File: src/hw/ubd_pkg.sv
// Package of descriptor constants for the BOS and companion generator
package ubd_pkg;

  // ****************************************
  // Fixed descriptor bytes
  // ****************************************
  localparam logic [7:0] UBD_EPC_LEN = 8'h06; // Companion length
  localparam logic [7:0] UBD_EPC_TYPE = 8'h30; // Companion type
  localparam logic [7:0] UBD_EPC_BURST = 8'h00; // One packet per burst
  localparam logic [7:0] UBD_EPC_BURST_MAX = 8'h0F; // Largest legal burst
  localparam logic [7:0] UBD_EPC_ATTR = 8'h00; // Reserved attributes
  localparam logic [15:0] UBD_EPC_BPI = 16'h0004; // Bytes per interval
  localparam logic [7:0] UBD_BOS_LEN = 8'h05; // BOS header length
  localparam logic [7:0] UBD_BOS_TYPE = 8'h0F; // BOS header type
  localparam logic [15:0] UBD_BOS_TOTAL_RST = 16'h0016; // Default total
  localparam logic [7:0] UBD_BOS_NCAPS_RST = 8'h02; // Default cap count
  localparam logic [7:0] UBD_EXT_LEN = 8'h07; // Extension length
  localparam logic [7:0] UBD_EXT_TYPE = 8'h10; // Device capability type
  localparam logic [7:0] UBD_EXT_CAP = 8'h02; // Extension capability
  localparam logic [31:0] UBD_EXT_ATTR_RST = 32'h0000_0006; // Default attr
  localparam logic [31:0] UBD_EXT_ATTR_MASK = 32'h0000_FF1E; // Defined bits

  // ****************************************
  // Field positions and sizes
  // ****************************************
  localparam int UBD_ATTR_LPM = 1; // Link power management bit
  localparam int UBD_ATTR_BESL = 2; // BESL supported bit
  localparam int UBD_EPC_SIZE = 6; // Companion byte count
  localparam int UBD_BOS_SIZE = 5; // BOS header byte count
  localparam int UBD_EXT_SIZE = 7; // Extension byte count

  // ****************************************
  // Register map (byte addresses)
  // ****************************************
  localparam logic [11:0] UBD_OFF_CTRL = 12'h000; // Load control
  localparam logic [11:0] UBD_OFF_BOS = 12'h004; // BOS total and count
  localparam logic [11:0] UBD_OFF_EXT = 12'h008; // Extension attributes
  localparam logic [11:0] UBD_OFF_STAT = 12'h00C; // Status
  localparam logic [11:0] UBD_OFF_RDSEL = 12'h010; // Read-back select
  localparam logic [11:0] UBD_OFF_RDDAT = 12'h014; // Read-back byte

  // Descriptor selector for byte fetches
  typedef enum logic [1:0] {
    UBD_SEL_EPC = 2'b00,
    UBD_SEL_BOS = 2'b01,
    UBD_SEL_EXT = 2'b11
  } ubd_sel_t;

endpackage : ubd_pkg

File: src/hw/ubd_fetch_if.sv
// Interface carrying byte fetches from the engine to the descriptor store
`timescale 1ns/10ps
`default_nettype none
interface ubd_fetch_if;
  import ubd_pkg::*;
  ubd_sel_t sel; // Descriptor chosen
  logic [2:0] idx; // Byte offset within it
  logic [7:0] data; // Byte returned
  logic valid; // Offset lies inside descriptor
  modport engine (output sel, output idx, input data, input valid);
  modport store (input sel, input idx, output data, output valid);
endinterface : ubd_fetch_if
`default_nettype wire

File: src/hw/ubd_store.sv
// Descriptor byte store: merges fixed bytes with loaded fields
`timescale 1ns/10ps
`default_nettype none
module ubd_store
  import ubd_pkg::*;
(
  ubd_fetch_if.store fetch, // Byte fetch port
  input wire logic [15:0] bos_total, // Loaded BOS total length
  input wire logic [7:0] bos_ncaps, // Loaded capability count
  input wire logic [31:0] ext_attr // Loaded extension attributes
);

  // ****************************************
  // Byte selection, multi-byte fields low byte first
  // ****************************************
  always_comb begin
    fetch.data = 8'h00;
    fetch.valid = 1'b0;
    case (fetch.sel)
      UBD_SEL_EPC: begin // All fixed, nothing loaded (see RULE5)
        fetch.valid = (int'(fetch.idx) < UBD_EPC_SIZE);
        case (fetch.idx)
          3'd0: fetch.data = UBD_EPC_LEN; // see RULE1
          3'd1: fetch.data = UBD_EPC_TYPE; // see RULE1
          3'd2: fetch.data = UBD_EPC_BURST; // see RULE2
          3'd3: fetch.data = UBD_EPC_ATTR; // see RULE3
          3'd4: fetch.data = UBD_EPC_BPI[7:0]; // see RULE4 and RULE15
          3'd5: fetch.data = UBD_EPC_BPI[15:8]; // see RULE4
          default: fetch.data = 8'h00;
        endcase
      end
      UBD_SEL_BOS: begin
        fetch.valid = (int'(fetch.idx) < UBD_BOS_SIZE);
        case (fetch.idx)
          3'd0: fetch.data = UBD_BOS_LEN; // Stored value ignored, see RULE8
          3'd1: fetch.data = UBD_BOS_TYPE; // see RULE8
          3'd2: fetch.data = bos_total[7:0]; // see RULE6 and RULE15
          3'd3: fetch.data = bos_total[15:8]; // see RULE6
          3'd4: fetch.data = bos_ncaps; // see RULE7
          default: fetch.data = 8'h00;
        endcase
      end
      UBD_SEL_EXT: begin
        fetch.valid = (int'(fetch.idx) < UBD_EXT_SIZE);
        case (fetch.idx)
          3'd0: fetch.data = UBD_EXT_LEN; // see RULE9
          3'd1: fetch.data = UBD_EXT_TYPE; // see RULE9
          3'd2: fetch.data = UBD_EXT_CAP; // see RULE9
          3'd3: fetch.data = ext_attr[7:0]; // see RULE10 and RULE15
          3'd4: fetch.data = ext_attr[15:8]; // BESL fields, see RULE11
          3'd5: fetch.data = ext_attr[23:16];
          3'd6: fetch.data = ext_attr[31:24];
          default: fetch.data = 8'h00;
        endcase
      end
      default: begin // Unused selector returns nothing
        fetch.data = 8'h00;
        fetch.valid = 1'b0;
      end
    endcase
  end

endmodule : ubd_store
`default_nettype wire

File: src/hw/ubd_gen.sv
// Top of the BOS and interrupt companion descriptor generator
//
// The address map and the APB slave port were chosen for this implementation.
`timescale 1ns/10ps
`default_nettype none

// Behaviour
// (RULE1) Companion length six, type 30h
// (RULE2) Companion burst reads zero, one packet
// (RULE3) Companion attributes byte always zero
// (RULE4) Companion bytes per interval reads four
// (RULE5) Companion built only from fixed values
// (RULE6) BOS total loaded, else defaults 22
// (RULE7) Capability count loaded, else defaults two
// (RULE8) BOS length and type always 05h/0Fh
// (RULE9) Extension length, type, capability fixed
// (RULE10) Extension attributes loaded, default 0006h
// (RULE11) BESL values in 15:12, 11:8
// (RULE12) Memory sets BESL bit only with LPM
// (RULE13) Memory keeps LPM bit set
// (RULE14) LPM bit equals memory capability flag
// (RULE15) Multi-byte fields sent low byte first
module ubd_gen
  import ubd_pkg::*;
(
  input wire logic pclk, // Clock, 40 MHz
  input wire logic presetn, // Async reset, active low
  input wire logic psel, // APB select
  input wire logic penable, // APB enable
  input wire logic pwrite, // APB direction
  input wire logic [11:0] paddr, // APB byte address
  input wire logic [31:0] pwdata, // APB write data
  output logic [31:0] prdata, // APB read data
  output logic pready, // APB ready
  output logic pslverr, // APB error
  input wire logic nvm_link_power_mgmt_flag, // Memory LPM capable flag
  input wire logic [1:0] req_sel, // Engine descriptor choice
  input wire logic [2:0] req_idx, // Engine byte offset
  input wire logic req_valid, // Engine byte request
  output logic [7:0] rsp_data, // Byte answered
  output logic rsp_valid, // Answer strobe
  output logic rsp_last // Answer is descriptor's last byte
);

  // ****************************************
  // State
  // ****************************************
  typedef struct packed {
    logic loaded; // Memory image accepted
    logic [15:0] bos_total; // BOS total length
    logic [7:0] bos_ncaps; // Capability count
    logic [31:0] ext_attr; // Extension attributes
    logic [31:0] rdata; // Registered read data
    logic slverr; // Registered error
    logic ready; // Access-phase answer
    logic [1:0] rd_sel; // Read-back selector
    logic [2:0] rd_idx; // Read-back offset
    logic [7:0] rsp_data; // Engine answer byte
    logic rsp_valid; // Engine answer strobe
    logic rsp_last; // Engine last-byte flag
    logic cfg_warn; // Loaded image breaks attribute pairing
  } ubd_state_t;

  ubd_state_t st; // Current state
  ubd_state_t next_st; // Next state

  ubd_fetch_if eng_if (); // Engine side fetch
  ubd_fetch_if apb_if (); // Register read-back fetch

  // Two stores: engine and read-back may look at different bytes at once
  ubd_store u_store_eng (
    .fetch(eng_if.store),
    .bos_total(st.bos_total),
    .bos_ncaps(st.bos_ncaps),
    .ext_attr(st.ext_attr)
  );
  ubd_store u_store_apb (
    .fetch(apb_if.store),
    .bos_total(st.bos_total),
    .bos_ncaps(st.bos_ncaps),
    .ext_attr(st.ext_attr)
  );

  assign eng_if.sel = ubd_sel_t'(req_sel);
  assign eng_if.idx = req_idx;
  assign apb_if.sel = ubd_sel_t'(st.rd_sel);
  assign apb_if.idx = st.rd_idx;

  // ****************************************
  // Helpers
  // ****************************************
  // True when an attribute word breaks the LPM pairing expected of memory
  function automatic logic ubd_attr_bad(input logic [31:0] a,
                                        input logic flag);
    ubd_attr_bad = (a[UBD_ATTR_BESL] & ~a[UBD_ATTR_LPM]) // see RULE12
                 | ~a[UBD_ATTR_LPM] // see RULE13
                 | (a[UBD_ATTR_LPM] != flag); // see RULE14
  endfunction : ubd_attr_bad

  // Last offset of the chosen descriptor
  function automatic logic [2:0] ubd_last_idx(input logic [1:0] s);
    case (ubd_sel_t'(s))
      UBD_SEL_EPC: ubd_last_idx = 3'(UBD_EPC_SIZE - 1);
      UBD_SEL_BOS: ubd_last_idx = 3'(UBD_BOS_SIZE - 1);
      default: ubd_last_idx = 3'(UBD_EXT_SIZE - 1);
    endcase
  endfunction : ubd_last_idx

  logic wr_phase; // Setup done, write taken this access cycle
  logic rd_phase; // Setup cycle of a read

  assign wr_phase = psel & penable & pwrite & st.ready;
  assign rd_phase = psel & ~penable & ~pwrite;

  // ****************************************
  // Next-state logic
  // ****************************************
  // No wait cycle in any access: read data is prepared in setup, ready
  // rises in the access phase and the transfer ends there.
  always_comb begin
    next_st = st;
    next_st.ready = psel & ~penable;
    next_st.rsp_valid = 1'b0;
    next_st.rsp_last = 1'b0;
    if (req_valid & eng_if.valid) begin // Serve engine byte
      next_st.rsp_data = eng_if.data;
      next_st.rsp_valid = 1'b1;
      next_st.rsp_last = (req_idx == ubd_last_idx(req_sel));
    end
    if (rd_phase) begin // Prepare read data
      next_st.slverr = 1'b0;
      case (paddr)
        UBD_OFF_CTRL: next_st.rdata = {31'h0000_0000, st.loaded};
        UBD_OFF_BOS: next_st.rdata = {8'h00, st.bos_ncaps, st.bos_total};
        UBD_OFF_EXT: next_st.rdata = st.ext_attr;
        UBD_OFF_STAT: next_st.rdata = {30'h0000_0000, st.cfg_warn,
                                       nvm_link_power_mgmt_flag};
        UBD_OFF_RDSEL: next_st.rdata = {27'h0000_0000, st.rd_sel,
                                        st.rd_idx};
        UBD_OFF_RDDAT: next_st.rdata = {23'h00_0000, apb_if.valid,
                                        apb_if.data};
        default: begin // Unmapped read
          next_st.rdata = 32'h0000_0000;
          next_st.slverr = 1'b1;
        end
      endcase
    end else if (psel & ~penable & pwrite) begin // Decode write address
      next_st.slverr = !(paddr == UBD_OFF_CTRL || paddr == UBD_OFF_BOS ||
                         paddr == UBD_OFF_EXT || paddr == UBD_OFF_RDSEL);
    end
    if (wr_phase) begin
      case (paddr)
        UBD_OFF_CTRL: begin
          // Clearing the load bit falls back to default content
          next_st.loaded = pwdata[0];
          if (!pwdata[0]) begin
            next_st.bos_total = UBD_BOS_TOTAL_RST; // see RULE6
            next_st.bos_ncaps = UBD_BOS_NCAPS_RST; // see RULE7
            next_st.ext_attr = UBD_EXT_ATTR_RST; // see RULE10
          end
        end
        UBD_OFF_BOS: begin
          next_st.bos_total = pwdata[15:0]; // see RULE6
          next_st.bos_ncaps = pwdata[23:16]; // see RULE7
        end
        // Reserved attribute bits never reach the host (see RULE11)
        UBD_OFF_EXT: next_st.ext_attr = pwdata & UBD_EXT_ATTR_MASK;
        UBD_OFF_RDSEL: begin
          next_st.rd_idx = pwdata[2:0];
          next_st.rd_sel = pwdata[4:3];
        end
        default: next_st.loaded = st.loaded;
      endcase
    end
    // Flag is recomputed each cycle from held content
    next_st.cfg_warn = ubd_attr_bad(next_st.ext_attr,
                                    nvm_link_power_mgmt_flag);
  end

  // ****************************************
  // State register
  // ****************************************
  always_ff @(posedge pclk or negedge presetn) begin
    if (!presetn) begin
      st <= '{loaded: 1'b0, bos_total: UBD_BOS_TOTAL_RST,
              bos_ncaps: UBD_BOS_NCAPS_RST, ext_attr: UBD_EXT_ATTR_RST,
              rdata: 32'h0000_0000, slverr: 1'b0, ready: 1'b0,
              rd_sel: 2'b00, rd_idx: 3'b000, rsp_data: 8'h00,
              rsp_valid: 1'b0, rsp_last: 1'b0, cfg_warn: 1'b0};
    end else begin
      st <= next_st;
    end
  end

  // ****************************************
  // Outputs
  // ****************************************
  assign prdata = st.rdata;
  assign pready = st.ready;
  assign pslverr = st.slverr & st.ready;
  assign rsp_data = st.rsp_data;
  assign rsp_valid = st.rsp_valid;
  assign rsp_last = st.rsp_last;

  // ****************************************
  // Checks
  // ****************************************
  // Every check samples on the bus clock and sleeps while reset is low.
  // A byte answer is looked at one edge after its request is taken, so
  // a request and its answer never share a cycle in these properties.

  // Companion descriptor: every byte is a fixed value
  epc_len_a: assert property ( // see RULE1
    @(posedge pclk) disable iff (!presetn)
    req_valid && req_sel == UBD_SEL_EPC && req_idx == 3'd0 |=>
    rsp_valid && rsp_data == 8'h06 && !rsp_last)
    else $error("companion length byte wrong");

  epc_header_a: assert property ( // see RULE1
    @(posedge pclk) disable iff (!presetn)
    req_valid && req_sel == UBD_SEL_EPC && req_idx == 3'd1 |=>
    rsp_valid && rsp_data == 8'h30)
    else $error("companion type byte wrong");

  epc_burst_a: assert property ( // see RULE2
    @(posedge pclk) disable iff (!presetn)
    req_valid && req_sel == UBD_SEL_EPC && req_idx == 3'd2 |=>
    rsp_data == 8'h00 && rsp_data <= UBD_EPC_BURST_MAX)
    else $error("companion burst not zero");

  epc_attr_a: assert property ( // see RULE3
    @(posedge pclk) disable iff (!presetn)
    req_valid && req_sel == UBD_SEL_EPC && req_idx == 3'd3 |=>
    rsp_data == 8'h00)
    else $error("companion attributes not zero");

  epc_bpi_a: assert property ( // see RULE4
    @(posedge pclk) disable iff (!presetn)
    req_valid && req_sel == UBD_SEL_EPC && req_idx == 3'd4 |=>
    rsp_valid && rsp_data == 8'h04 && !rsp_last)
    else $error("bytes per interval low byte wrong");

  epc_bpi_hi_a: assert property ( // see RULE4
    @(posedge pclk) disable iff (!presetn)
    req_valid && req_sel == UBD_SEL_EPC && req_idx == 3'd5 |=>
    rsp_valid && rsp_data == 8'h00 && rsp_last)
    else $error("bytes per interval high byte wrong");

  // A loaded image must not move the companion bytes-per-interval low byte
  epc_fixed_a: assert property ( // see RULE5
    @(posedge pclk) disable iff (!presetn)
    req_valid && req_sel == UBD_SEL_EPC && req_idx == 3'd4 &&
    st.loaded |=> rsp_data == 8'h04)
    else $error("companion depends on loaded data");

  epc_size_a: assert property ( // see RULE1
    @(posedge pclk) disable iff (!presetn)
    req_valid && req_sel == UBD_SEL_EPC && req_idx > 3'd5 |=>
    !rsp_valid)
    else $error("companion longer than six bytes");

  // BOS header: fixed length and type, loaded total and count
  bos_header_a: assert property ( // see RULE8
    @(posedge pclk) disable iff (!presetn)
    req_valid && req_sel == UBD_SEL_BOS && req_idx == 3'd0 |=>
    rsp_data == 8'h05 && !rsp_last)
    else $error("BOS length not forced");

  bos_type_a: assert property ( // see RULE8
    @(posedge pclk) disable iff (!presetn)
    req_valid && req_sel == UBD_SEL_BOS && req_idx == 3'd1 |=>
    rsp_valid && rsp_data == 8'h0F)
    else $error("BOS type not forced");

  bos_count_a: assert property ( // see RULE7
    @(posedge pclk) disable iff (!presetn)
    req_valid && req_sel == UBD_SEL_BOS && req_idx == 3'd4 |=>
    rsp_valid && rsp_last && rsp_data == $past(st.bos_ncaps))
    else $error("capability count byte wrong");

  bos_total_a: assert property ( // see RULE6
    @(posedge pclk) disable iff (!presetn)
    wr_phase && paddr == UBD_OFF_CTRL && !pwdata[0] |=>
    st.bos_total == 16'h0016 && st.bos_ncaps == 8'h02)
    else $error("BOS defaults not restored");

  bos_load_a: assert property ( // see RULE7
    @(posedge pclk) disable iff (!presetn)
    wr_phase && paddr == UBD_OFF_BOS |=>
    st.bos_ncaps == $past(pwdata[23:16]))
    else $error("capability count not loaded");

  // Extension descriptor: fixed header, loaded attribute word
  ext_len_a: assert property ( // see RULE9
    @(posedge pclk) disable iff (!presetn)
    req_valid && req_sel == UBD_SEL_EXT && req_idx == 3'd0 |=>
    rsp_valid && rsp_data == 8'h07)
    else $error("extension length wrong");

  ext_header_a: assert property ( // see RULE9
    @(posedge pclk) disable iff (!presetn)
    req_valid && req_sel == UBD_SEL_EXT && req_idx == 3'd2 |=>
    rsp_data == 8'h02)
    else $error("extension capability type wrong");

  // Upper half of the attribute word is reserved and reads zero
  ext_resv_a: assert property ( // see RULE11
    @(posedge pclk) disable iff (!presetn)
    req_valid && req_sel == UBD_SEL_EXT && req_idx == 3'd5 |=>
    rsp_valid && rsp_data == 8'h00 && !rsp_last)
    else $error("reserved attribute byte not zero");

  ext_last_a: assert property ( // see RULE15
    @(posedge pclk) disable iff (!presetn)
    req_valid && req_sel == UBD_SEL_EXT && req_idx == 3'd6 |=>
    rsp_valid && rsp_last && rsp_data == 8'h00)
    else $error("extension last byte wrong");

  ext_attr_a: assert property ( // see RULE10
    @(posedge pclk) disable iff (!presetn)
    wr_phase && paddr == UBD_OFF_EXT |=>
    st.ext_attr[15:8] == $past(pwdata[15:8]) && st.ext_attr[0] == 1'b0)
    else $error("extension attributes not loaded");

  ext_default_a: assert property ( // see RULE10
    @(posedge pclk) disable iff (!presetn)
    wr_phase && paddr == UBD_OFF_CTRL && !pwdata[0] |=>
    st.ext_attr == 32'h0000_0006)
    else $error("extension default not restored");

  ext_order_a: assert property ( // see RULE15
    @(posedge pclk) disable iff (!presetn)
    req_valid && req_sel == UBD_SEL_EXT && req_idx == 3'd4 |=>
    rsp_data == st.ext_attr[15:8])
    else $error("BESL byte out of order");

  // Engine and bus handshakes
  fetch_refuse_a: assert property ( // Unused selector
    @(posedge pclk) disable iff (!presetn)
    req_valid && req_sel == 2'b10 |=>
    !rsp_valid)
    else $error("unused selector answered");

  apb_ready_a: assert property ( // No wait state
    @(posedge pclk) disable iff (!presetn)
    psel && !penable |=>
    pready)
    else $error("ready missing in access cycle");

  apb_pulse_a: assert property ( // Ready stands one cycle
    @(posedge pclk) disable iff (!presetn)
    pready |=>
    !pready)
    else $error("ready held too long");

endmodule : ubd_gen
`default_nettype wire

File: config.mk
export PLATFORM = sky130hd
export DESIGN_NAME = ubd_gen
export DESIGN_NICKNAME = d
export VERILOG_FILES = /design/src/hw/ubd_pkg.sv /design/src/hw/ubd_fetch_if.sv /design/src/hw/ubd_store.sv /design/src/hw/ubd_gen.sv
export SDC_FILE = /design/constraint.sdc
export NUM_CORES = 1
export LEC_CHECK = 0
export BUFFER_PORTS_ARGS = -buffer_cell sky130_fd_sc_hd__buf_2
export CAP_MARGIN = 30
export CORE_ASPECT_RATIO = 1.4
export CORE_UTILIZATION = 51
export CTS_CLUSTER_SIZE = 25
export DETAILED_ROUTE_END_ITERATION = 10
export GPL_ROUTABILITY_DRIVEN = 0
export MAX_ROUTING_LAYER = met4
export PLACE_DENSITY_LB_ADDON = 0.1
export SLEW_MARGIN = 20
export SYNTH_ARGS = -nofsm -noshare
export SYNTH_HDL_FRONTEND = slang
export SYNTH_HIERARCHICAL = 1
export SYNTH_SLANG_ARGS = --single-unit
File: constraint.sdc
create_clock -name pclk -period 4.45 [get_ports pclk]
set_input_delay 0.2225 -clock pclk [delete_from_list [all_inputs] [get_ports pclk]]
set_output_delay 0.2225 -clock pclk [all_outputs]
set_load 0.01 [all_outputs]
==> results.cfg <==
[logic_synthesis]
syn_area_um2 = 5100
synth_cell_types = 61
ys_seq_area_share_pct = 39.4
syn_inst = 500
ys.flop_type = dfrtp_1
ys_ff_latch = 80
async_flop_share_pct = 100
yosys-top-cells-area = dfrtp_1, buf_4, a22o_1
yosysTopAreaCell = dfrtp_1
synth_top_area_share_pct = 36.3
synth_edf_count = 0
ys.warnings.count = 6
syn_avg_cell_area_um2 = 10.2

[setup_path]
crit_end = prdata[0]$_DFFE_PN0P_
startpoint_type = flip-flop
reg2reg_to = prdata[0]$_DFFE_PN0P_
crit_path_start = apb_if.idx[0]$_DFFE_PN0P_
r2r_cells = 7
path_class = flip-flop to flip-flop
arrival_ns = 3.00
worstPathMaxFanout = 24
reg2reg_slack_ns = 1.68
regToRegStartpoint = apb_if.idx[0]$_DFFE_PN0P_
crit_required_ns = 4.68
endpoint_kind = flip-flop

[drt]
ant_nets = 0
drc_errors = 0
routed_via_density = 5.86
dr.pass1.iters = 5
wire_per_inst_um = 19.0
wl_um = 13600
drt_iter0_drc = 348
via_count = 4183

[timing]
clock_skew_ns = 0.00720
hold_slack_ns = 0.0742
fmax_mhz = 361
rsz0062_at_grt = false
period_share_pct = 62.2
timing.final.ws_setup_ns = 1.68
timing.slew.headroom_pct = 37.1
fin_setup_tns_ns = 0
worstMarginPinSlew_ns = 0.944
finalSetupViolations = 0
fin_crit_ns = 2.77
maxSlewViolCount = 0
finalHoldViolCount = 0

[clock_network]
clk_latency_ns = 0.35
holdBufCountCts = 0
clkSinkCount = 80
cts_buffer_depth = 2
cts_root_buffer = clkbuf_16
cts_tree = built
htree_levels = 3
clkTransAtPathRegs_ns = 0.06
cts_resized = 0
post-cts-setup-buffer-count = 0
cts_buffers = 9

[global_route]
grt_usage_pct = 28.2
grt_pass1_vias = 4039
grt_pass1_wl_um = 21300
overflow = 0
grt_max_degree = 81
antenna_found_initial = 0

[run_status]
outcome = finished, final reports clean

[layout]
fin_cells = 714
fin_area_um2 = 5720
areaGrowthSynthToFinish_pct = 12.2
drive_gt1_share_pct = 27.3
antenna_cells = 0
post-route-util_pct = 59.8
fillers = 867
final_nets = 633

[power_and_ir_drop]
peakVddDrop_mv = 0.189
p_leak_nw = 2.81
power_mw = 1.65
p_per_area_nw_per_um2 = 289

[placed_design]
dp_hpwl_um = 9820
pre_cts_ws_ns = 1.76
numPortBuffers = 91
dpl-instance-area_um2 = 5380
dp_cells = 696

[hold_path]
min_path_type = input pin to flip-flop

[die]
io_pins = 100
die_area_um2 = 10400
initial_core_util_pct = 53.3
num_rows = 42
die_width_um = 86.5
core_area_um2 = 9560
die_h_um = 120

[job]
maxCapViolCount = 0
-- cell type report --
| class | instances | area [µm²] | share of cell area [%] |
|---|---|---|---|
| repair buffers | 98 | 544 | 9.51 |
| clock buffers | 11 | 243 | 4.24 |
| inverters | 16 | 60.1 | 1.05 |
| flip-flops and latches | 80 | 2010 | 35.1 |
| multi-input cells | 372 | 2640 | 46.1 |
| clock inverters | 5 | 63.8 | 1.12 |
| well taps | 132 | 165 | 2.89 |
-- kinds of logic after synthesis --
| group | share of synthesized area, % |
|---|---|
| AOI/OAI and AO/OA | 25.6 |
| xor gates and xnor gates | 0.172 |
| and+or+nand+nor | 12.3 |
| DFF | 39.4 |
| muxes | 10.4 |
| buffers and inverters | 11.8 |
| adders and majority gates | 0.196 |
| other | 0.0735 |
-- layer usage --
metal  global-route usage, %  up-vias  share of wire, %
li1                        -     1959                 -
met4                    17.8        0               5.0
met2                    46.4      144                50
met3                    2.80       33               3.5
met5                       -        -                 0
met1                    32.8     2047                41
-- flip-flops by register name, summed over array words and instances (netlist names) --
name / count
st: 39
prdata: 25
rsp_data: 8
apb_if.idx: 3
apb_if.sel: 2
pready: 1
rsp_last: 1
rsp_valid: 1
-- synthesized netlist by cell type, drive strengths merged, types with 4 or more instances --
master / n
dfrtp: 74
buf: 59
a22o: 38
a21oi: 27
mux2i: 25
o21ai: 24
mux2: 23
nand2: 20
nand3: 19
nor2: 17
inv: 16
a22oi: 14
a21boi: 12
a21o: 12
a222oi: 12
clkbuf: 12
o22ai: 12
nor2b: 11
dfstp: 6
a2bb2oi: 4
and2: 4
nand2b: 4
nand3b: 4
o211ai: 4
o2bb2ai: 4
or2b: 4
-- worst min path at each step --
stage	endpoint	cells after the start	start	slack, ns
after CTS	pready$_DFF_PN0_	2	penable	0.07
after global routing	pready$_DFF_PN0_	2	penable	0.09
final	pready$_DFF_PN0_	2	penable	0.07
after floorplan	apb_if.idx[0]$_DFFE_PN0P_	0	presetn	-0.07
after global placement	pready$_DFF_PN0_	2	penable	0.43
after detailed placement	pready$_DFF_PN0_	2	penable	0.44
-- worst max-delay path, stage by stage (launching register included) --
cell       delay (ns)
dfrtp_1          0.96
inv_1            0.25
a21boi_0         0.28
o22ai_1          0.13
o2bb2ai_1        0.17
mux4_2           0.49
a31oi_1          0.28
o21ai_1          0.09
-- layout by cell type (no fill, tap or decap), drive strengths merged, types with 4 or more instances in the layout --
cell | netlist | layout
dfrtp | 74 | 74
inv | 16 | 18
dfstp | 6 | 6
conb | 1 | 40
o211ai | 4 | 4
nand2 | 20 | 20
a22o | 38 | 38
o2bb2ai | 4 | 4
and2 | 4 | 4
o22ai | 12 | 12
nor2 | 17 | 17
clkbuf | 12 | 11
o21ai | 24 | 24
nor2b | 11 | 11
mux2 | 23 | 23
or2b | 4 | 4
a2bb2oi | 4 | 4
nand3b | 4 | 4
a22oi | 14 | 14
nand2b | 4 | 4
a21oi | 27 | 27
nand3 | 19 | 19
a21o | 12 | 12
a222oi | 12 | 12
buf | 59 | 97
a21boi | 12 | 12
mux2i | 25 | 25
-- where the power goes --
group,leakage [nW],total [mW],internal (mW),switching [mW]
clock,0.147,0.764,0.455,0.309
combinational,1.58,0.152,0.0594,0.0923
sequential,1.08,0.738,0.735,0.00318
No activity file was read; power rests on OpenSTA's default activity.
